File: config.mk
export PLATFORM = sky130hd
export DESIGN_NAME = cgm_top
export DESIGN_NICKNAME = d
export VERILOG_FILES = /design/src/rtl/cgm_pkg.sv /design/src/rtl/cgm_top.sv
export SDC_FILE = /design/constraint.sdc
export NUM_CORES = 1
export LEC_CHECK = 0
export BUFFER_PORTS_ARGS = -buffer_cell sky130_fd_sc_hd__buf_4
export CAP_MARGIN = 0
export CORE_MARGIN = 8
export CORE_UTILIZATION = 40
export DETAILED_ROUTE_END_ITERATION = 16
export SLEW_MARGIN = 15
export SYNTH_ARGS = -nofsm -noshare
export SYNTH_HDL_FRONTEND = slang
export SYNTH_SLANG_ARGS = --single-unit
File: constraint.sdc
create_clock -name clk -period 1.95 [get_ports clk]
set_input_delay 0.195 -clock clk [delete_from_list [all_inputs] [get_ports clk]]
set_output_delay 0.195 -clock clk [all_outputs]
set_load 0.01 [all_outputs]
File: src/rtl/cgm_pkg.sv
// What this block does
// - main oscillator stop with detection on forces system clock to slow oscillator
// - stop detection can halt motor and general timer output pins
// - multiplier reference is main oscillator or fast oscillator 32 MHz divided by 4
// - multiplier input divider ratio is 1, 2 or 4
// - multiplication factor 4 to 15.5 in steps of 0.5
// - fast on-chip oscillator offers 32 MHz or 64 MHz
// - slow on-chip oscillator runs at 4 MHz
// - watchdog oscillator at 15 kHz feeds only the watchdog
// - core, fast periph, periph, converter, flash clocks divide separately
// - four-bit select fields for fast periph, periph, converter, flash clocks
// - accuracy measurement clock equals its source oscillator frequency
// - core clock feeds processor, transfer controller, program and data memory
// - one-byte stop control with enable and irq enable, separate status
// - sleep, software standby and deep sleep modes exist
// - deep sleep enable bit in third stop register picks deep sleep unless the software standby bit is set
// - power mode register selects high-speed or middle-speed operation
// - stop bits gate module clocks; bits 2 to 5 gate timer pairs
package cgm_pkg;
    localparam logic [7:0] SYS_CLK_CTRL = 8'h00;
    localparam logic [7:0] SRC_CTRL = 8'h04;
    localparam logic [7:0] OSC_STOP_CTRL = 8'h08;
    localparam logic [7:0] STOP_STATUS = 8'h0c;
    localparam logic [7:0] STANDBY_CTRL = 8'h10;
    localparam logic [7:0] MSTOP_A = 8'h14;
    localparam logic [7:0] MSTOP_B = 8'h18;
    localparam logic [7:0] MSTOP_C = 8'h1c;
    localparam logic [7:0] POWER_MODE = 8'h20;

    localparam int CONV_DIV_LSB = 0;
    localparam int PERIPH_DIV_LSB = 8;
    localparam int FAST_DIV_LSB = 12;
    localparam int CORE_DIV_LSB = 24;
    localparam int FLASH_DIV_LSB = 28;
    localparam int SRC_SEL_LSB = 0;
    localparam int PLL_REF_BIT = 4;
    localparam int PLL_DIV_LSB = 8;
    localparam int PLL_MULT_LSB = 16;
    localparam int FAST_64M_BIT = 24;
    localparam int STOP_IRQ_EN_BIT = 0;
    localparam int STOP_DET_EN_BIT = 7;
    localparam int STOP_FLAG_BIT = 0;
    localparam int SW_STANDBY_BIT = 15;
    localparam int DEEP_SLEEP_BIT = 31;
    localparam int POWER_MID_BIT = 4;
    localparam int TIMER_PAIR3_BIT = 2;
    localparam int TIMER_PAIR0_BIT = 5;

    localparam logic [1:0] SRC_MAIN = 2'h0;
    localparam logic [1:0] SRC_FAST = 2'h1;
    localparam logic [1:0] SRC_SLOW = 2'h2;
    localparam logic [1:0] SRC_PLL = 2'h3;

    localparam int OSC_MAIN = 0;
    localparam int OSC_FAST = 1;
    localparam int OSC_SLOW = 2;
    localparam int OSC_WDT = 3;
    localparam int OSC_PLL = 4;
    localparam int NUM_OSC = 5;
    localparam int NUM_DIV = 5;

    localparam logic [4:0] PLL_MULT_MAX = 5'h17;
    localparam logic [1:0] FAST_REF_LAST = 2'h3;

    localparam logic [31:0] SYS_CLK_RST = 32'h0000_0000;
    localparam logic [31:0] SRC_CTRL_RST = 32'h0000_0002;
    localparam logic [7:0] OSC_STOP_RST = 8'h00;
    localparam logic [15:0] STANDBY_RST = 16'h0000;
    localparam logic [31:0] MSTOP_A_RST = 32'hffff_ffff;
    localparam logic [31:0] MSTOP_B_RST = 32'hffff_ffff;
    localparam logic [31:0] MSTOP_C_RST = 32'h7fff_ffff;
    localparam logic [7:0] POWER_MODE_RST = 8'h00;

    localparam int CLK_PERIOD_NS = 25;
    localparam int STOP_TIMEOUT_NS = 4000;
    localparam int STOP_CYCLES_INT =
        (STOP_TIMEOUT_NS + CLK_PERIOD_NS - 1) / CLK_PERIOD_NS;
    localparam logic [7:0] STOP_CYCLES = 8'(STOP_CYCLES_INT);

    typedef struct packed {
        logic wr;
        logic rd;
        logic [7:0] addr;
        logic [31:0] wdata;
    } cgm_bus_req_s;

    typedef struct packed {
        logic core_clock;
        logic fast_periph_clock;
        logic periph_clock;
        logic converter_clock;
        logic flash_if_clock;
        logic can_module_clock;
        logic accuracy_meas_clock;
        logic watchdog_clock;
    } cgm_clk_en_s;

    typedef enum logic [1:0] {
        LP_RUN,
        LP_SLEEP,
        LP_DEEP,
        LP_STBY
    } cgm_lp_state_e;
endpackage

File: src/rtl/cgm_top.sv
// Local design decisions: the register addresses and strobed register access.
`timescale 1ns/1ps
module cgm_top
(
    input wire logic clk,
    input wire logic rst_n,
    input wire logic ce,
    input wire cgm_pkg::cgm_bus_req_s bus_req,
    output logic [31:0] bus_rdata,
    input wire logic main_osc_in,
    input wire logic fast_onchip_osc_in,
    input wire logic slow_onchip_osc_in,
    input wire logic watchdog_osc_in,
    input wire logic pll_osc_in,
    input wire logic sleep_req,
    input wire logic wake_req,
    output cgm_pkg::cgm_clk_en_s clk_en,
    output logic [31:0] module_clk_en_a,
    output logic [31:0] module_clk_en_b,
    output logic [31:0] module_clk_en_c,
    output logic pll_ref_clk_en,
    output logic [4:0] pll_mult_code,
    output logic fast_osc_64m,
    output logic timer_out_stop,
    output logic stop_irq_req,
    output logic power_mode_mid,
    output logic [1:0] lp_mode
);
    import cgm_pkg::*;

    function automatic logic [5:0] div_mask(input logic [3:0] code);
        case (code)
            4'h0: div_mask = 6'h00;
            4'h1: div_mask = 6'h01;
            4'h2: div_mask = 6'h03;
            4'h3: div_mask = 6'h07;
            4'h4: div_mask = 6'h0f;
            4'h5: div_mask = 6'h1f;
            default: div_mask = 6'h3f;
        endcase
    endfunction

    function automatic logic hit(input logic [7:0] a, input logic [7:0] off);
        hit = (a == off);
    endfunction

    logic [NUM_OSC-1:0] osc_s1;
    logic [NUM_OSC-1:0] osc_s2;
    logic [NUM_OSC-1:0] osc_s3;
    logic [31:0] sys_clk_ctrl;
    logic [31:0] src_ctrl;
    logic [7:0] osc_stop_ctrl;
    logic [15:0] standby_ctrl;
    logic [31:0] mstop_a;
    logic [31:0] mstop_b;
    logic [31:0] mstop_c;
    logic [7:0] power_mode;
    logic stop_flag;
    logic [7:0] main_idle_cnt;
    logic [1:0] act_src;
    logic [3:0] act_div [NUM_DIV];
    logic [5:0] div_cnt [NUM_DIV];
    logic [1:0] fast_ref_cnt;
    logic [1:0] pll_in_cnt;
    cgm_lp_state_e lp_state;
    cgm_lp_state_e next_lp_state;
    cgm_clk_en_s next_clk_en;
    logic [31:0] rd_value;

    wire [NUM_OSC-1:0] osc_raw = {pll_osc_in, watchdog_osc_in,
        slow_onchip_osc_in, fast_onchip_osc_in, main_osc_in};
    wire [NUM_OSC-1:0] osc_tick = osc_s2 & ~osc_s3;

    wire wr_sys = bus_req.wr && hit(bus_req.addr, SYS_CLK_CTRL);
    wire wr_src = bus_req.wr && hit(bus_req.addr, SRC_CTRL);
    wire wr_ostop = bus_req.wr && hit(bus_req.addr, OSC_STOP_CTRL);
    wire wr_status = bus_req.wr && hit(bus_req.addr, STOP_STATUS);
    wire wr_stby = bus_req.wr && hit(bus_req.addr, STANDBY_CTRL);
    wire wr_ma = bus_req.wr && hit(bus_req.addr, MSTOP_A);
    wire wr_mb = bus_req.wr && hit(bus_req.addr, MSTOP_B);
    wire wr_mc = bus_req.wr && hit(bus_req.addr, MSTOP_C);
    wire wr_pwr = bus_req.wr && hit(bus_req.addr, POWER_MODE);

    wire det_en = osc_stop_ctrl[STOP_DET_EN_BIT];
    wire stop_seen = det_en && !osc_tick[OSC_MAIN] &&
        (main_idle_cnt == STOP_CYCLES - 8'h01);
    wire stop_clr = wr_status && bus_req.wdata[STOP_FLAG_BIT];
    wire next_stop_flag = stop_seen || (stop_flag && !stop_clr);

    wire [4:0] wr_mult = bus_req.wdata[PLL_MULT_LSB +: 5];
    wire [4:0] mult_sat = (wr_mult > PLL_MULT_MAX) ? PLL_MULT_MAX : wr_mult;

    // input synchronisers and edge detect
    always_ff @(posedge clk or negedge rst_n)
    begin
        if (!rst_n)
        begin
            osc_s1 <= '0;
            osc_s2 <= '0;
            osc_s3 <= '0;
        end
        else if (ce)
        begin
            osc_s1 <= osc_raw;
            osc_s2 <= osc_s1;
            osc_s3 <= osc_s2;
        end
    end

    // register file writes
    always_ff @(posedge clk or negedge rst_n)
    begin
        if (!rst_n)
        begin
            sys_clk_ctrl <= SYS_CLK_RST;
            src_ctrl <= SRC_CTRL_RST;
            osc_stop_ctrl <= OSC_STOP_RST;
            standby_ctrl <= STANDBY_RST;
            mstop_a <= MSTOP_A_RST;
            mstop_b <= MSTOP_B_RST;
            mstop_c <= MSTOP_C_RST;
            power_mode <= POWER_MODE_RST;
        end
        else if (ce)
        begin
            if (wr_sys)
                sys_clk_ctrl <= bus_req.wdata;
            if (wr_src)
                src_ctrl <= {bus_req.wdata[31:21], mult_sat,
                    bus_req.wdata[15:0]};
            if (wr_ostop)
                osc_stop_ctrl <= bus_req.wdata[7:0];
            if (wr_stby)
                standby_ctrl <= bus_req.wdata[15:0];
            if (wr_ma)
                mstop_a <= bus_req.wdata;
            if (wr_mb)
                mstop_b <= bus_req.wdata;
            if (wr_mc)
                mstop_c <= bus_req.wdata;
            if (wr_pwr)
                power_mode <= bus_req.wdata[7:0];
        end
    end

    always_ff @(posedge clk or negedge rst_n)
    begin
        if (!rst_n)
        begin
            main_idle_cnt <= 8'h00;
            stop_flag <= 1'b0;
        end
        else if (ce)
        begin
            if (osc_tick[OSC_MAIN])
                main_idle_cnt <= 8'h00;
            else if (main_idle_cnt != STOP_CYCLES)
                main_idle_cnt <= main_idle_cnt + 8'h01;
            stop_flag <= next_stop_flag;
        end
    end

    wire [1:0] eff_src = stop_flag ? SRC_SLOW : act_src;
    wire src_tick = (eff_src == SRC_MAIN) ? osc_tick[OSC_MAIN] :
        (eff_src == SRC_FAST) ? osc_tick[OSC_FAST] :
        (eff_src == SRC_SLOW) ? osc_tick[OSC_SLOW] : osc_tick[OSC_PLL];

    wire [3:0] req_div [NUM_DIV];
    assign req_div[0] = sys_clk_ctrl[CORE_DIV_LSB +: 4];
    assign req_div[1] = sys_clk_ctrl[FAST_DIV_LSB +: 4];
    assign req_div[2] = sys_clk_ctrl[PERIPH_DIV_LSB +: 4];
    assign req_div[3] = sys_clk_ctrl[CONV_DIV_LSB +: 4];
    assign req_div[4] = sys_clk_ctrl[FLASH_DIV_LSB +: 4];

    wire [NUM_DIV-1:0] cnt_zero;
    wire [NUM_DIV-1:0] div_tick;
    wire cfg_boundary = (&cnt_zero) && !src_tick;

    genvar g;
    generate
        for (g = 0; g < NUM_DIV; g++)
        begin : g_div
            wire wrap = (div_cnt[g] == div_mask(act_div[g]));
            assign cnt_zero[g] = (div_cnt[g] == 6'h00);
            assign div_tick[g] = src_tick && wrap;
            always_ff @(posedge clk or negedge rst_n)
            begin
                if (!rst_n)
                    div_cnt[g] <= 6'h00;
                else if (ce && src_tick)
                    div_cnt[g] <= wrap ? 6'h00 : div_cnt[g] + 6'h01;
            end
            // ratio taken only at common boundary
            always_ff @(posedge clk or negedge rst_n)
            begin
                if (!rst_n)
                    act_div[g] <= 4'h0;
                else if (ce && cfg_boundary)
                    act_div[g] <= req_div[g];
            end
        end
    endgenerate

    // source taken only at common boundary
    always_ff @(posedge clk or negedge rst_n)
    begin
        if (!rst_n)
            act_src <= SRC_SLOW;
        else if (ce && cfg_boundary)
            act_src <= src_ctrl[SRC_SEL_LSB +: 2];
    end

    wire fast_quarter = osc_tick[OSC_FAST] && (fast_ref_cnt == FAST_REF_LAST);
    wire ref_raw = src_ctrl[PLL_REF_BIT] ? fast_quarter : osc_tick[OSC_MAIN];
    // input divider 1, 2 or 4
    wire [1:0] pll_div_code = src_ctrl[PLL_DIV_LSB +: 2];
    wire [1:0] pll_in_last = (pll_div_code == 2'h0) ? 2'h0 :
        (pll_div_code == 2'h1) ? 2'h1 : 2'h3;
    wire ref_out = ref_raw && (pll_in_cnt == pll_in_last);

    always_ff @(posedge clk or negedge rst_n)
    begin
        if (!rst_n)
        begin
            fast_ref_cnt <= 2'h0;
            pll_in_cnt <= 2'h0;
        end
        else if (ce)
        begin
            if (osc_tick[OSC_FAST])
                fast_ref_cnt <= fast_ref_cnt + 2'h1;
            if (ref_raw)
                pll_in_cnt <= (pll_in_cnt == pll_in_last) ? 2'h0 :
                    pll_in_cnt + 2'h1;
        end
    end

    always_comb
    begin
        next_lp_state = lp_state;
        case (lp_state)
            LP_RUN:
                if (sleep_req)
                begin
                    if (standby_ctrl[SW_STANDBY_BIT])
                        next_lp_state = LP_STBY;
                    else if (mstop_c[DEEP_SLEEP_BIT])
                        next_lp_state = LP_DEEP;
                    else
                        next_lp_state = LP_SLEEP;
                end
            LP_SLEEP, LP_DEEP, LP_STBY:
                if (wake_req)
                    next_lp_state = LP_RUN;
            default:
                next_lp_state = LP_RUN;
        endcase
    end

    always_ff @(posedge clk or negedge rst_n)
    begin
        if (!rst_n)
            lp_state <= LP_RUN;
        else if (ce)
            lp_state <= next_lp_state;
    end

    wire run = (lp_state == LP_RUN);
    wire shallow = (lp_state == LP_RUN) || (lp_state == LP_SLEEP);
    wire awake = (lp_state != LP_STBY);

    // core clock serves cpu, transfer, memories
    always_comb
    begin
        next_clk_en.core_clock = div_tick[0] && run;
        next_clk_en.fast_periph_clock = div_tick[1] && shallow;
        next_clk_en.periph_clock = div_tick[2] && awake;
        next_clk_en.converter_clock = div_tick[3] && awake;
        next_clk_en.flash_if_clock = div_tick[4] && awake;
        next_clk_en.can_module_clock = osc_tick[OSC_MAIN] && awake;
        next_clk_en.accuracy_meas_clock = osc_tick[OSC_MAIN] && awake;
        next_clk_en.watchdog_clock = osc_tick[OSC_WDT];
    end

    // read mux
    always_comb
    begin
        case (bus_req.addr)
            SYS_CLK_CTRL: rd_value = sys_clk_ctrl;
            SRC_CTRL: rd_value = src_ctrl;
            OSC_STOP_CTRL: rd_value = {24'h000000, osc_stop_ctrl};
            STOP_STATUS: rd_value = {26'h0000000, lp_state, eff_src,
                1'b0, stop_flag};
            STANDBY_CTRL: rd_value = {16'h0000, standby_ctrl};
            MSTOP_A: rd_value = mstop_a;
            MSTOP_B: rd_value = mstop_b;
            MSTOP_C: rd_value = mstop_c;
            POWER_MODE: rd_value = {24'h000000, power_mode};
            default: rd_value = 32'h0000_0000;
        endcase
    end

    // registered outputs
    always_ff @(posedge clk or negedge rst_n)
    begin
        if (!rst_n)
        begin
            bus_rdata <= 32'h0000_0000;
            clk_en <= '0;
            module_clk_en_a <= 32'h0000_0000;
            module_clk_en_b <= 32'h0000_0000;
            module_clk_en_c <= 32'h0000_0000;
            pll_ref_clk_en <= 1'b0;
            pll_mult_code <= 5'h00;
            fast_osc_64m <= 1'b0;
            timer_out_stop <= 1'b0;
            stop_irq_req <= 1'b0;
            power_mode_mid <= 1'b0;
            lp_mode <= 2'h0;
        end
        else if (ce)
        begin
            bus_rdata <= bus_req.rd ? rd_value : 32'h0000_0000;
            clk_en <= next_clk_en;
            // whole pulses only, stopped modules hold state
            module_clk_en_a <= {32{next_clk_en.periph_clock}} & ~mstop_a;
            module_clk_en_b <= {32{next_clk_en.periph_clock}} & ~mstop_b;
            module_clk_en_c <= {32{next_clk_en.periph_clock}} & ~mstop_c;
            pll_ref_clk_en <= ref_out;
            // factor code, 4 plus half steps
            pll_mult_code <= src_ctrl[PLL_MULT_LSB +: 5];
            fast_osc_64m <= src_ctrl[FAST_64M_BIT];
            timer_out_stop <= next_stop_flag && det_en;
            stop_irq_req <= next_stop_flag &&
                osc_stop_ctrl[STOP_IRQ_EN_BIT];
            power_mode_mid <= power_mode[POWER_MID_BIT];
            lp_mode <= next_lp_state;
        end
    end

    chk_stop_fallback: assert property (
        @(posedge clk) disable iff (!rst_n || !ce)
        $rose(stop_flag) |-> eff_src == SRC_SLOW && $past(det_en))
        else $error("no fallback to slow oscillator");
    chk_timer_halt: assert property (
        @(posedge clk) disable iff (!rst_n || !ce)
        stop_flag && !stop_clr && det_en |=> timer_out_stop)
        else $error("timer outputs not halted");
    chk_pll_div_gap: assert property (
        @(posedge clk) disable iff (!rst_n || !ce)
        pll_ref_clk_en && pll_div_code != 2'h0 && $stable(src_ctrl)
        |-> !$past(pll_ref_clk_en))
        else $error("reference divider pulses too close");
    chk_mult_range: assert property (
        @(posedge clk) disable iff (!rst_n || !ce)
        pll_mult_code <= PLL_MULT_MAX)
        else $error("multiplier code out of range");
    chk_watchdog_clk: assert property (
        @(posedge clk) disable iff (!rst_n || !ce)
        osc_tick[OSC_WDT] |=> clk_en.watchdog_clock)
        else $error("watchdog clock pulse lost");
    chk_stop_sticky: assert property (
        @(posedge clk) disable iff (!rst_n || !ce)
        stop_flag && !stop_clr |=> stop_flag)
        else $error("stop flag lost without clear");
    chk_core_gated: assert property (
        @(posedge clk) disable iff (!rst_n || !ce)
        lp_state != LP_RUN |=> !clk_en.core_clock)
        else $error("core clock runs in low-power mode");

    chk_deep_entry: assert property (
        @(posedge clk) disable iff (!rst_n || !ce)
        run && sleep_req && mstop_c[DEEP_SLEEP_BIT] &&
        !standby_ctrl[SW_STANDBY_BIT] |=> lp_state == LP_DEEP ##1 1'b1)
        else $error("deep sleep not entered");

    chk_timer_gate: assert property (
        @(posedge clk) disable iff (!rst_n || !ce)
        mstop_a[TIMER_PAIR0_BIT] && mstop_a[TIMER_PAIR3_BIT]
        |=> !module_clk_en_a[TIMER_PAIR0_BIT] &&
        !module_clk_en_a[TIMER_PAIR3_BIT])
        else $error("stopped timer pair still clocked");

    chk_src_stable: assert property (
        @(posedge clk) disable iff (!rst_n || !ce)
        !cfg_boundary |=> $stable(act_src))
        else $error("source changed off boundary");
endmodule // cgm_top

# Yosys cells after proc, flatten, opt, wreduce, memory -nomap -nowiden
# Cells that the tools add are included.
[classes]
n_eq_ne = 51
order_cmp = 1
n_reduce_logical = 65
bitwise_logic = 8
n_mux = 28
n_addsub = 8
[ops]
columns = ["op", "n"]
rows = [
  ["$pmux W32 S9", 1],
  ["$pmux W6 S6", 5],
  ["$and A32 B32 Y32", 3],
  ["$not A32 Y32", 3],
  ["$eq A4 B2 Y1 const B", 10],
  ["$eq A4 B3 Y1 const B", 10],
  ["$eq A8 B5 Y1 const B", 4],
  ["$mux W32", 1],
  ["$logic_and A1 B1 Y1", 31],
  ["$add A6 B1 Y6 const B", 5],
  ["$eq A6 B6 Y1", 5],
  ["$logic_not A6 Y1", 5],
  ["$mux W6", 5],
  ["$reduce_and A2 Y1", 11],
  ["$eq A4 B1 Y1 const B", 5],
  ["$logic_not A4 Y1", 5],
  ["$eq A8 B4 Y1 const B", 2],
  ["$mux W2", 8],
  ["$mux W8", 2],
  ["$add A8 B1 Y8 const B", 1],
  ["$eq A2 B2 Y1 const B", 4],
  ["$eq A8 B3 Y1 const B", 1],
  ["$eq A8 B6 Y1 const B", 1],
  ["$eq A8 B8 Y1 const B", 1],
  ["other kinds (19)", 32],
]
[word_totals]
register_bits = 419
word_cells = 205
out_inout_bits = 148
input_bits = 52

# Depth between registers and ports, before layout
[depth]
ltp_word = 8
ltp_mapped = 8
ltp_nobuf = 7

# Worst setup path before layout
# No wires, ideal clock.
[synth_timing]
path_type = "register to register"
startpoint = "register stop_flag"
endpoint = "register act_div[0] (netlist bit)"
stages_incl_launch_ff = 7
arrival_ns = 1.901
required_ns = 1.823
n_path_buf = 1
setup_time_ns = 0.127
setup_slack_ns = -0.078
synth_period_minus_slack_ns = 2.028
path_cell_list = "dfrtp_1 > or2_2 > a221oi_1 > nor2_1 > nor3_2 > buf_6 > mux2_1"
[synth_via]
elab_chain_cells = 8
elab_cells_between_ends = 10
classes_between = "2 x eq/ne; 4 x mux; 4 x reduce/logical"
[synth_rtl]
columns = ["item", "line", "source"]
rows = [
  ["start, declared", "cgm_top.sv:58", "logic stop_flag;"],
  ["start signal, assigned", "cgm_top.sv:159", "stop_flag <= next_stop_flag;"],
  ["$mux W2 (*)", "cgm_top.sv:163", "wire [1:0] eff_src = stop_flag ? SRC_SLOW : act_src;"],
  ["$eq A2 B2 Y1", "cgm_top.sv:166", "(eff_src == SRC_SLOW) ? osc_tick[OSC_SLOW] : osc_tick[OSC_PLL];"],
  ["$mux W1", "cgm_top.sv:166", ""],
  ["$mux W1", "cgm_top.sv:165", "(eff_src == SRC_FAST) ? osc_tick[OSC_FAST] :"],
  ["$mux W1 (*)", "cgm_top.sv:164", "wire src_tick = (eff_src == SRC_MAIN) ? osc_tick[OSC_MAIN] :"],
  ["$logic_not A1 Y1 (*)", "cgm_top.sv:177", "wire cfg_boundary = (&cnt_zero) && !src_tick;"],
  ["$logic_and A1 B1 Y1 (*)", "cgm_top.sv:177", ""],
  ["$logic_and A1 B1 Y1 (*)", "cgm_top.sv:198", "else if (ce && cfg_boundary)"],
  ["end signal, assigned by index", "cgm_top.sv:199", "act_div[g] <= req_div[g];"],
  ["end, declared", "cgm_top.sv:61", "logic [3:0] act_div [NUM_DIV];"],
]
# Every way passes the cells marked *; elsewhere a longest branch is shown, timed or not.
# A chain may end at the register's enable or synchronous reset.

# Worst setup path in the final report
[layout_timing]
startpoint = "register stop_flag"
endpoint = "register module_clk_en_c[18]"
[layout_via]
elab_chain_cells = 8
elab_cells_between_ends = 10
classes_between = "2 x eq/ne; 4 x mux; 1 x bitwise; 3 x reduce/logical"
[layout_rtl]
columns = ["item", "line", "source"]
rows = [
  ["$mux W2 (*)", "cgm_top.sv:163", ""],
  ["$eq A2 B2 Y1", "cgm_top.sv:166", ""],
  ["$mux W1", "cgm_top.sv:166", ""],
  ["$mux W1", "cgm_top.sv:165", ""],
  ["$mux W1 (*)", "cgm_top.sv:164", ""],
  ["$logic_and A1 B1 Y1 (*)", "cgm_top.sv:185", "assign div_tick[g] = src_tick && wrap;"],
  ["$logic_and A1 B1 Y1 (*)", "cgm_top.sv:277", "next_clk_en.periph_clock = div_tick[2] && awake;"],
  ["$and A32 B32 Y32 (*)", "cgm_top.sv:328", "module_clk_en_c <= {32{next_clk_en.periph_clock}} & ~mstop_c;"],
  ["end signal, assigned", "cgm_top.sv:328", ""],
  ["end, declared", "cgm_top.sv:20", "output logic [31:0] module_clk_en_c,"],
]
# Marks and branches as above.

==> results.md <==
- Top post-synthesis cells by area: dfrtp_1, dfstp_2, mux2_2
- CP Capture Point: module_clk_en_c[18]
- Worst EP arrival: 2570 ps
- Family with the most delay on the worst path: simple AND/OR/NAND/NOR gates
- Mux cell area share after synthesis: between 10% and 20%
- Area leader, netlist: dfrtp_1
- Total grt overflow: 0
- Crit Reg-Reg Startpoint: stop_flag
- Setup CP Type: flip-flop to flip-flop
- CTS Root Cell: clkbuf_16
- Post-layout util: about 54%
- Placed cell areas: ~22000 um^2
- Final worst setup slack: -134 ps
- Initial Util: 40.5%
- Clk Latency, worst-skew pair: between 500 and 600 ps
- Main combinational cell family by area after synthesis: multiplexers
- Flop-to-flop setup slack: -130 ps
- Buffer and inverter count on the worst path: 3
- Syn_nets: around 1500
- IO Port Bufs: ~200
- Seq/Total Area, Yosys: between 50% and 60%
- Vias per cell: between 5 and 6
- Die area: ~54000 um^2
- CTS tree: built
- Peak VDD IR: 0.551 mV
- Initial antenna violation count: 3
- RSZ-0062 raised after global routing: true
- Fin crit period: 2080 ps
- CTS H-Tree Depth: 2
- Post-DP HPWL: about 38000 um
- Slew margin rel.: 0.969%
- Crit path launch: stop_flag
- Clk slew on worst S/H paths: roughly 60 ps
- Levels on crit path: 8
- Warning count from the yosys run: 0
- Reg2reg end: module_clk_en_c[18]
- Pwr Total: 21.5 mW
- Final Cycle Share: 107%
- Synth Instances: approximately 1500
- Core box area: between 40000 and 50000 um^2
- ANT nets after route: 0
- Post-synth EDFFs: 0
- Avg Cell Area, Syn: roughly 13 um^2
- Area growth from synthesis to layout: 34.5%
- Finished Layout Cells: 2469
- Post-Synth XOR/XNOR Area: less than 1%
- CP peak stage delay: between 400 and 500 ps
- Max FO, Critical Path: 21
- Pwr dens: about 850 nW/um^2
- Max Slew Vio Count: 0
- All-layer global routing usage: just over 20%
- Setup_tns: -8110 ps
- Outcome: complete, but fails checks
- Fin Clk Skew: a little over 20 ps
- Most numerous cell in the Yosys netlist: dfrtp_1
- Worst Hold Class: primary input to flip-flop
- Endpoints failing setup: 126
- Slew @ Worst Pin: around 1500 ps
- Synth top area share: 42.8%
- Die Width: 233 um
- CP cell instances: and4bb_1 > a311oi_2 > buf_4 > nor3_4 > nand4_4 > buf_12 > buf_16 > o2bb2ai_1
- Final Wtd Congestion: 0.840
- Top cells by count, synth: dfrtp_1, mux2_2, o2bb2ai_1
- First-pass DRT Iterations: 5
- First-pass GRT wire length: 86300 um
- Crit path capture type: flip-flop
- DR vias: approximately 14000
- Routed wire per std cell: between 20 and 25 um
- DP Worst Slack: -124 ps
- #FFs+latches synth: 419
- Startpoint Class: flip-flop
- Ys flop type: dfrtp_1
- CTS sink cnt: approximately 420
- R2r worst-path depth: 8
- WHS: 65.1 ps
- Boundary Pins: 200
- Max Root-Sink Buffers: 3
- CP required: ~2400 ps
- Proportion of layout cells with a drive suffix above 1: between 40% and 50%
- CP max stage cell: dfrtp_1
- Mapped Area: 18800 um^2
- Failing checks: negative setup slack
- Share of synthesized registers carrying an async set or reset: 100%
- Largest net degree at the start of global routing: 136
- Site Rows: 79
- Die Height: about 230 um
- Final Net Count: 1889
- Synth Area in Compound Gates: between 10 and 15%
- Num CTS Buffers: between 40 and 50
- Vias in the first global route: roughly 14000
- Leakage Power: around 12 nW
- Final hold vios: 0
- Max Cap Viol: 0
- Max Freq: around 480 MHz
- DRT Wirelength: 58600 um
- Design Area, Final: approximately 25000 um^2
- Post-synthesis adder-cell area fraction: less than 1%
- Cell Count Post-Placement: 2318
- Distinct cells, synth: 86
- DR DRC count: 0
- DRT iter0 DRCs: between 900 and 1000
- Synth Area in Simple Gates: ~7.8%
## how the worst min path moves through the flow
stage | startpoint | cells past startpoint | slack [ps] | to
after floorplan | rst_n | 0 | -100 | act_div[0]
after global placement | rst_n | 1 | 120 | clk_en[0]
after detailed placement | rst_n | 1 | 130 | osc_s1[3]
after CTS | ce | 4 | 20 | bus_rdata[1]
after global routing | ce | 4 | 70 | bus_rdata[1]
final | ce | 4 | 70 | bus_rdata[1]
## area by class of cell
| cell class | instances | area [um^2] |
|---|---|---|
| diodes | 1 | 2.50 |
| clock buffers | 71 | 1420 |
| clock inverters | 14 | 154 |
| fillers | 3947 | 21100 |
| inverters | 28 | 108 |
| multi-input cells | 930 | 8560 |
| flip-flops and latches | 419 | 10600 |
| well taps | 607 | 759 |
| repair buffers | 399 | 3700 |
## power breakdown
part           switching (mW)  total [mW]  internal, mW
sequential              0.384        9.56          9.17
clock                    3.57        8.98          5.41
combinational            1.63        3.00          1.37
## repair_timing
action	in CTS	in global routing
setup buffers	2	9
endpoints found under the setup margin	125	143
gates resized for setup	6	157
hold buffers	41	0
cloned	2	12
pin swaps	4	41
hold endpoints to repair	447	0
## layer usage
metal,vias up,wire (um),GRT usage (%)
met5,-,26,0
met4,4,1250,5.81
met3,79,3000,3.37
met2,387,27800,32.6
met1,7272,26500,28.0
li1,6273,-,-
## worst min-delay path, stage by stage
cell and delay, ps:
buf_4 180, nor2b_1 80, nor2_1 80, a31oi_1 40
## cell families (layout without fill, tap and decap cells)
logic type,after synthesis,after routing
buffers and inverters,129,512
flip-flops,419,419
AND/OR/NAND/NOR,264,264
AO/OA/AOI/OAI,358,358
multiplexers,284,284
XOR/XNOR,11,11
adder cells (fa/ha/maj),13,13
other,0,1
## cell usage in the layout (no fill, tap or decap), types with 16 or more instances in the layout
cell type	instances
nand2_1	43
mux2i_1	46
buf_4	310
o2bb2ai_2	50
dlygate4sd3_1	41
clkbuf_16	57
mux2_1	30
o2bb2ai_4	23
dfstp_2	97
a21oi_1	28
o22a_1	16
nor2_1	61
inv_1	26
mux2_2	208
o2bb2ai_1	36
nand3_1	31
buf_12	25
o21ai_0	39
a221o_1	18
o22ai_1	17
dfrtp_1	318
a22o_1	17
a22oi_1	22
Power figures use the tool's default switching activity.
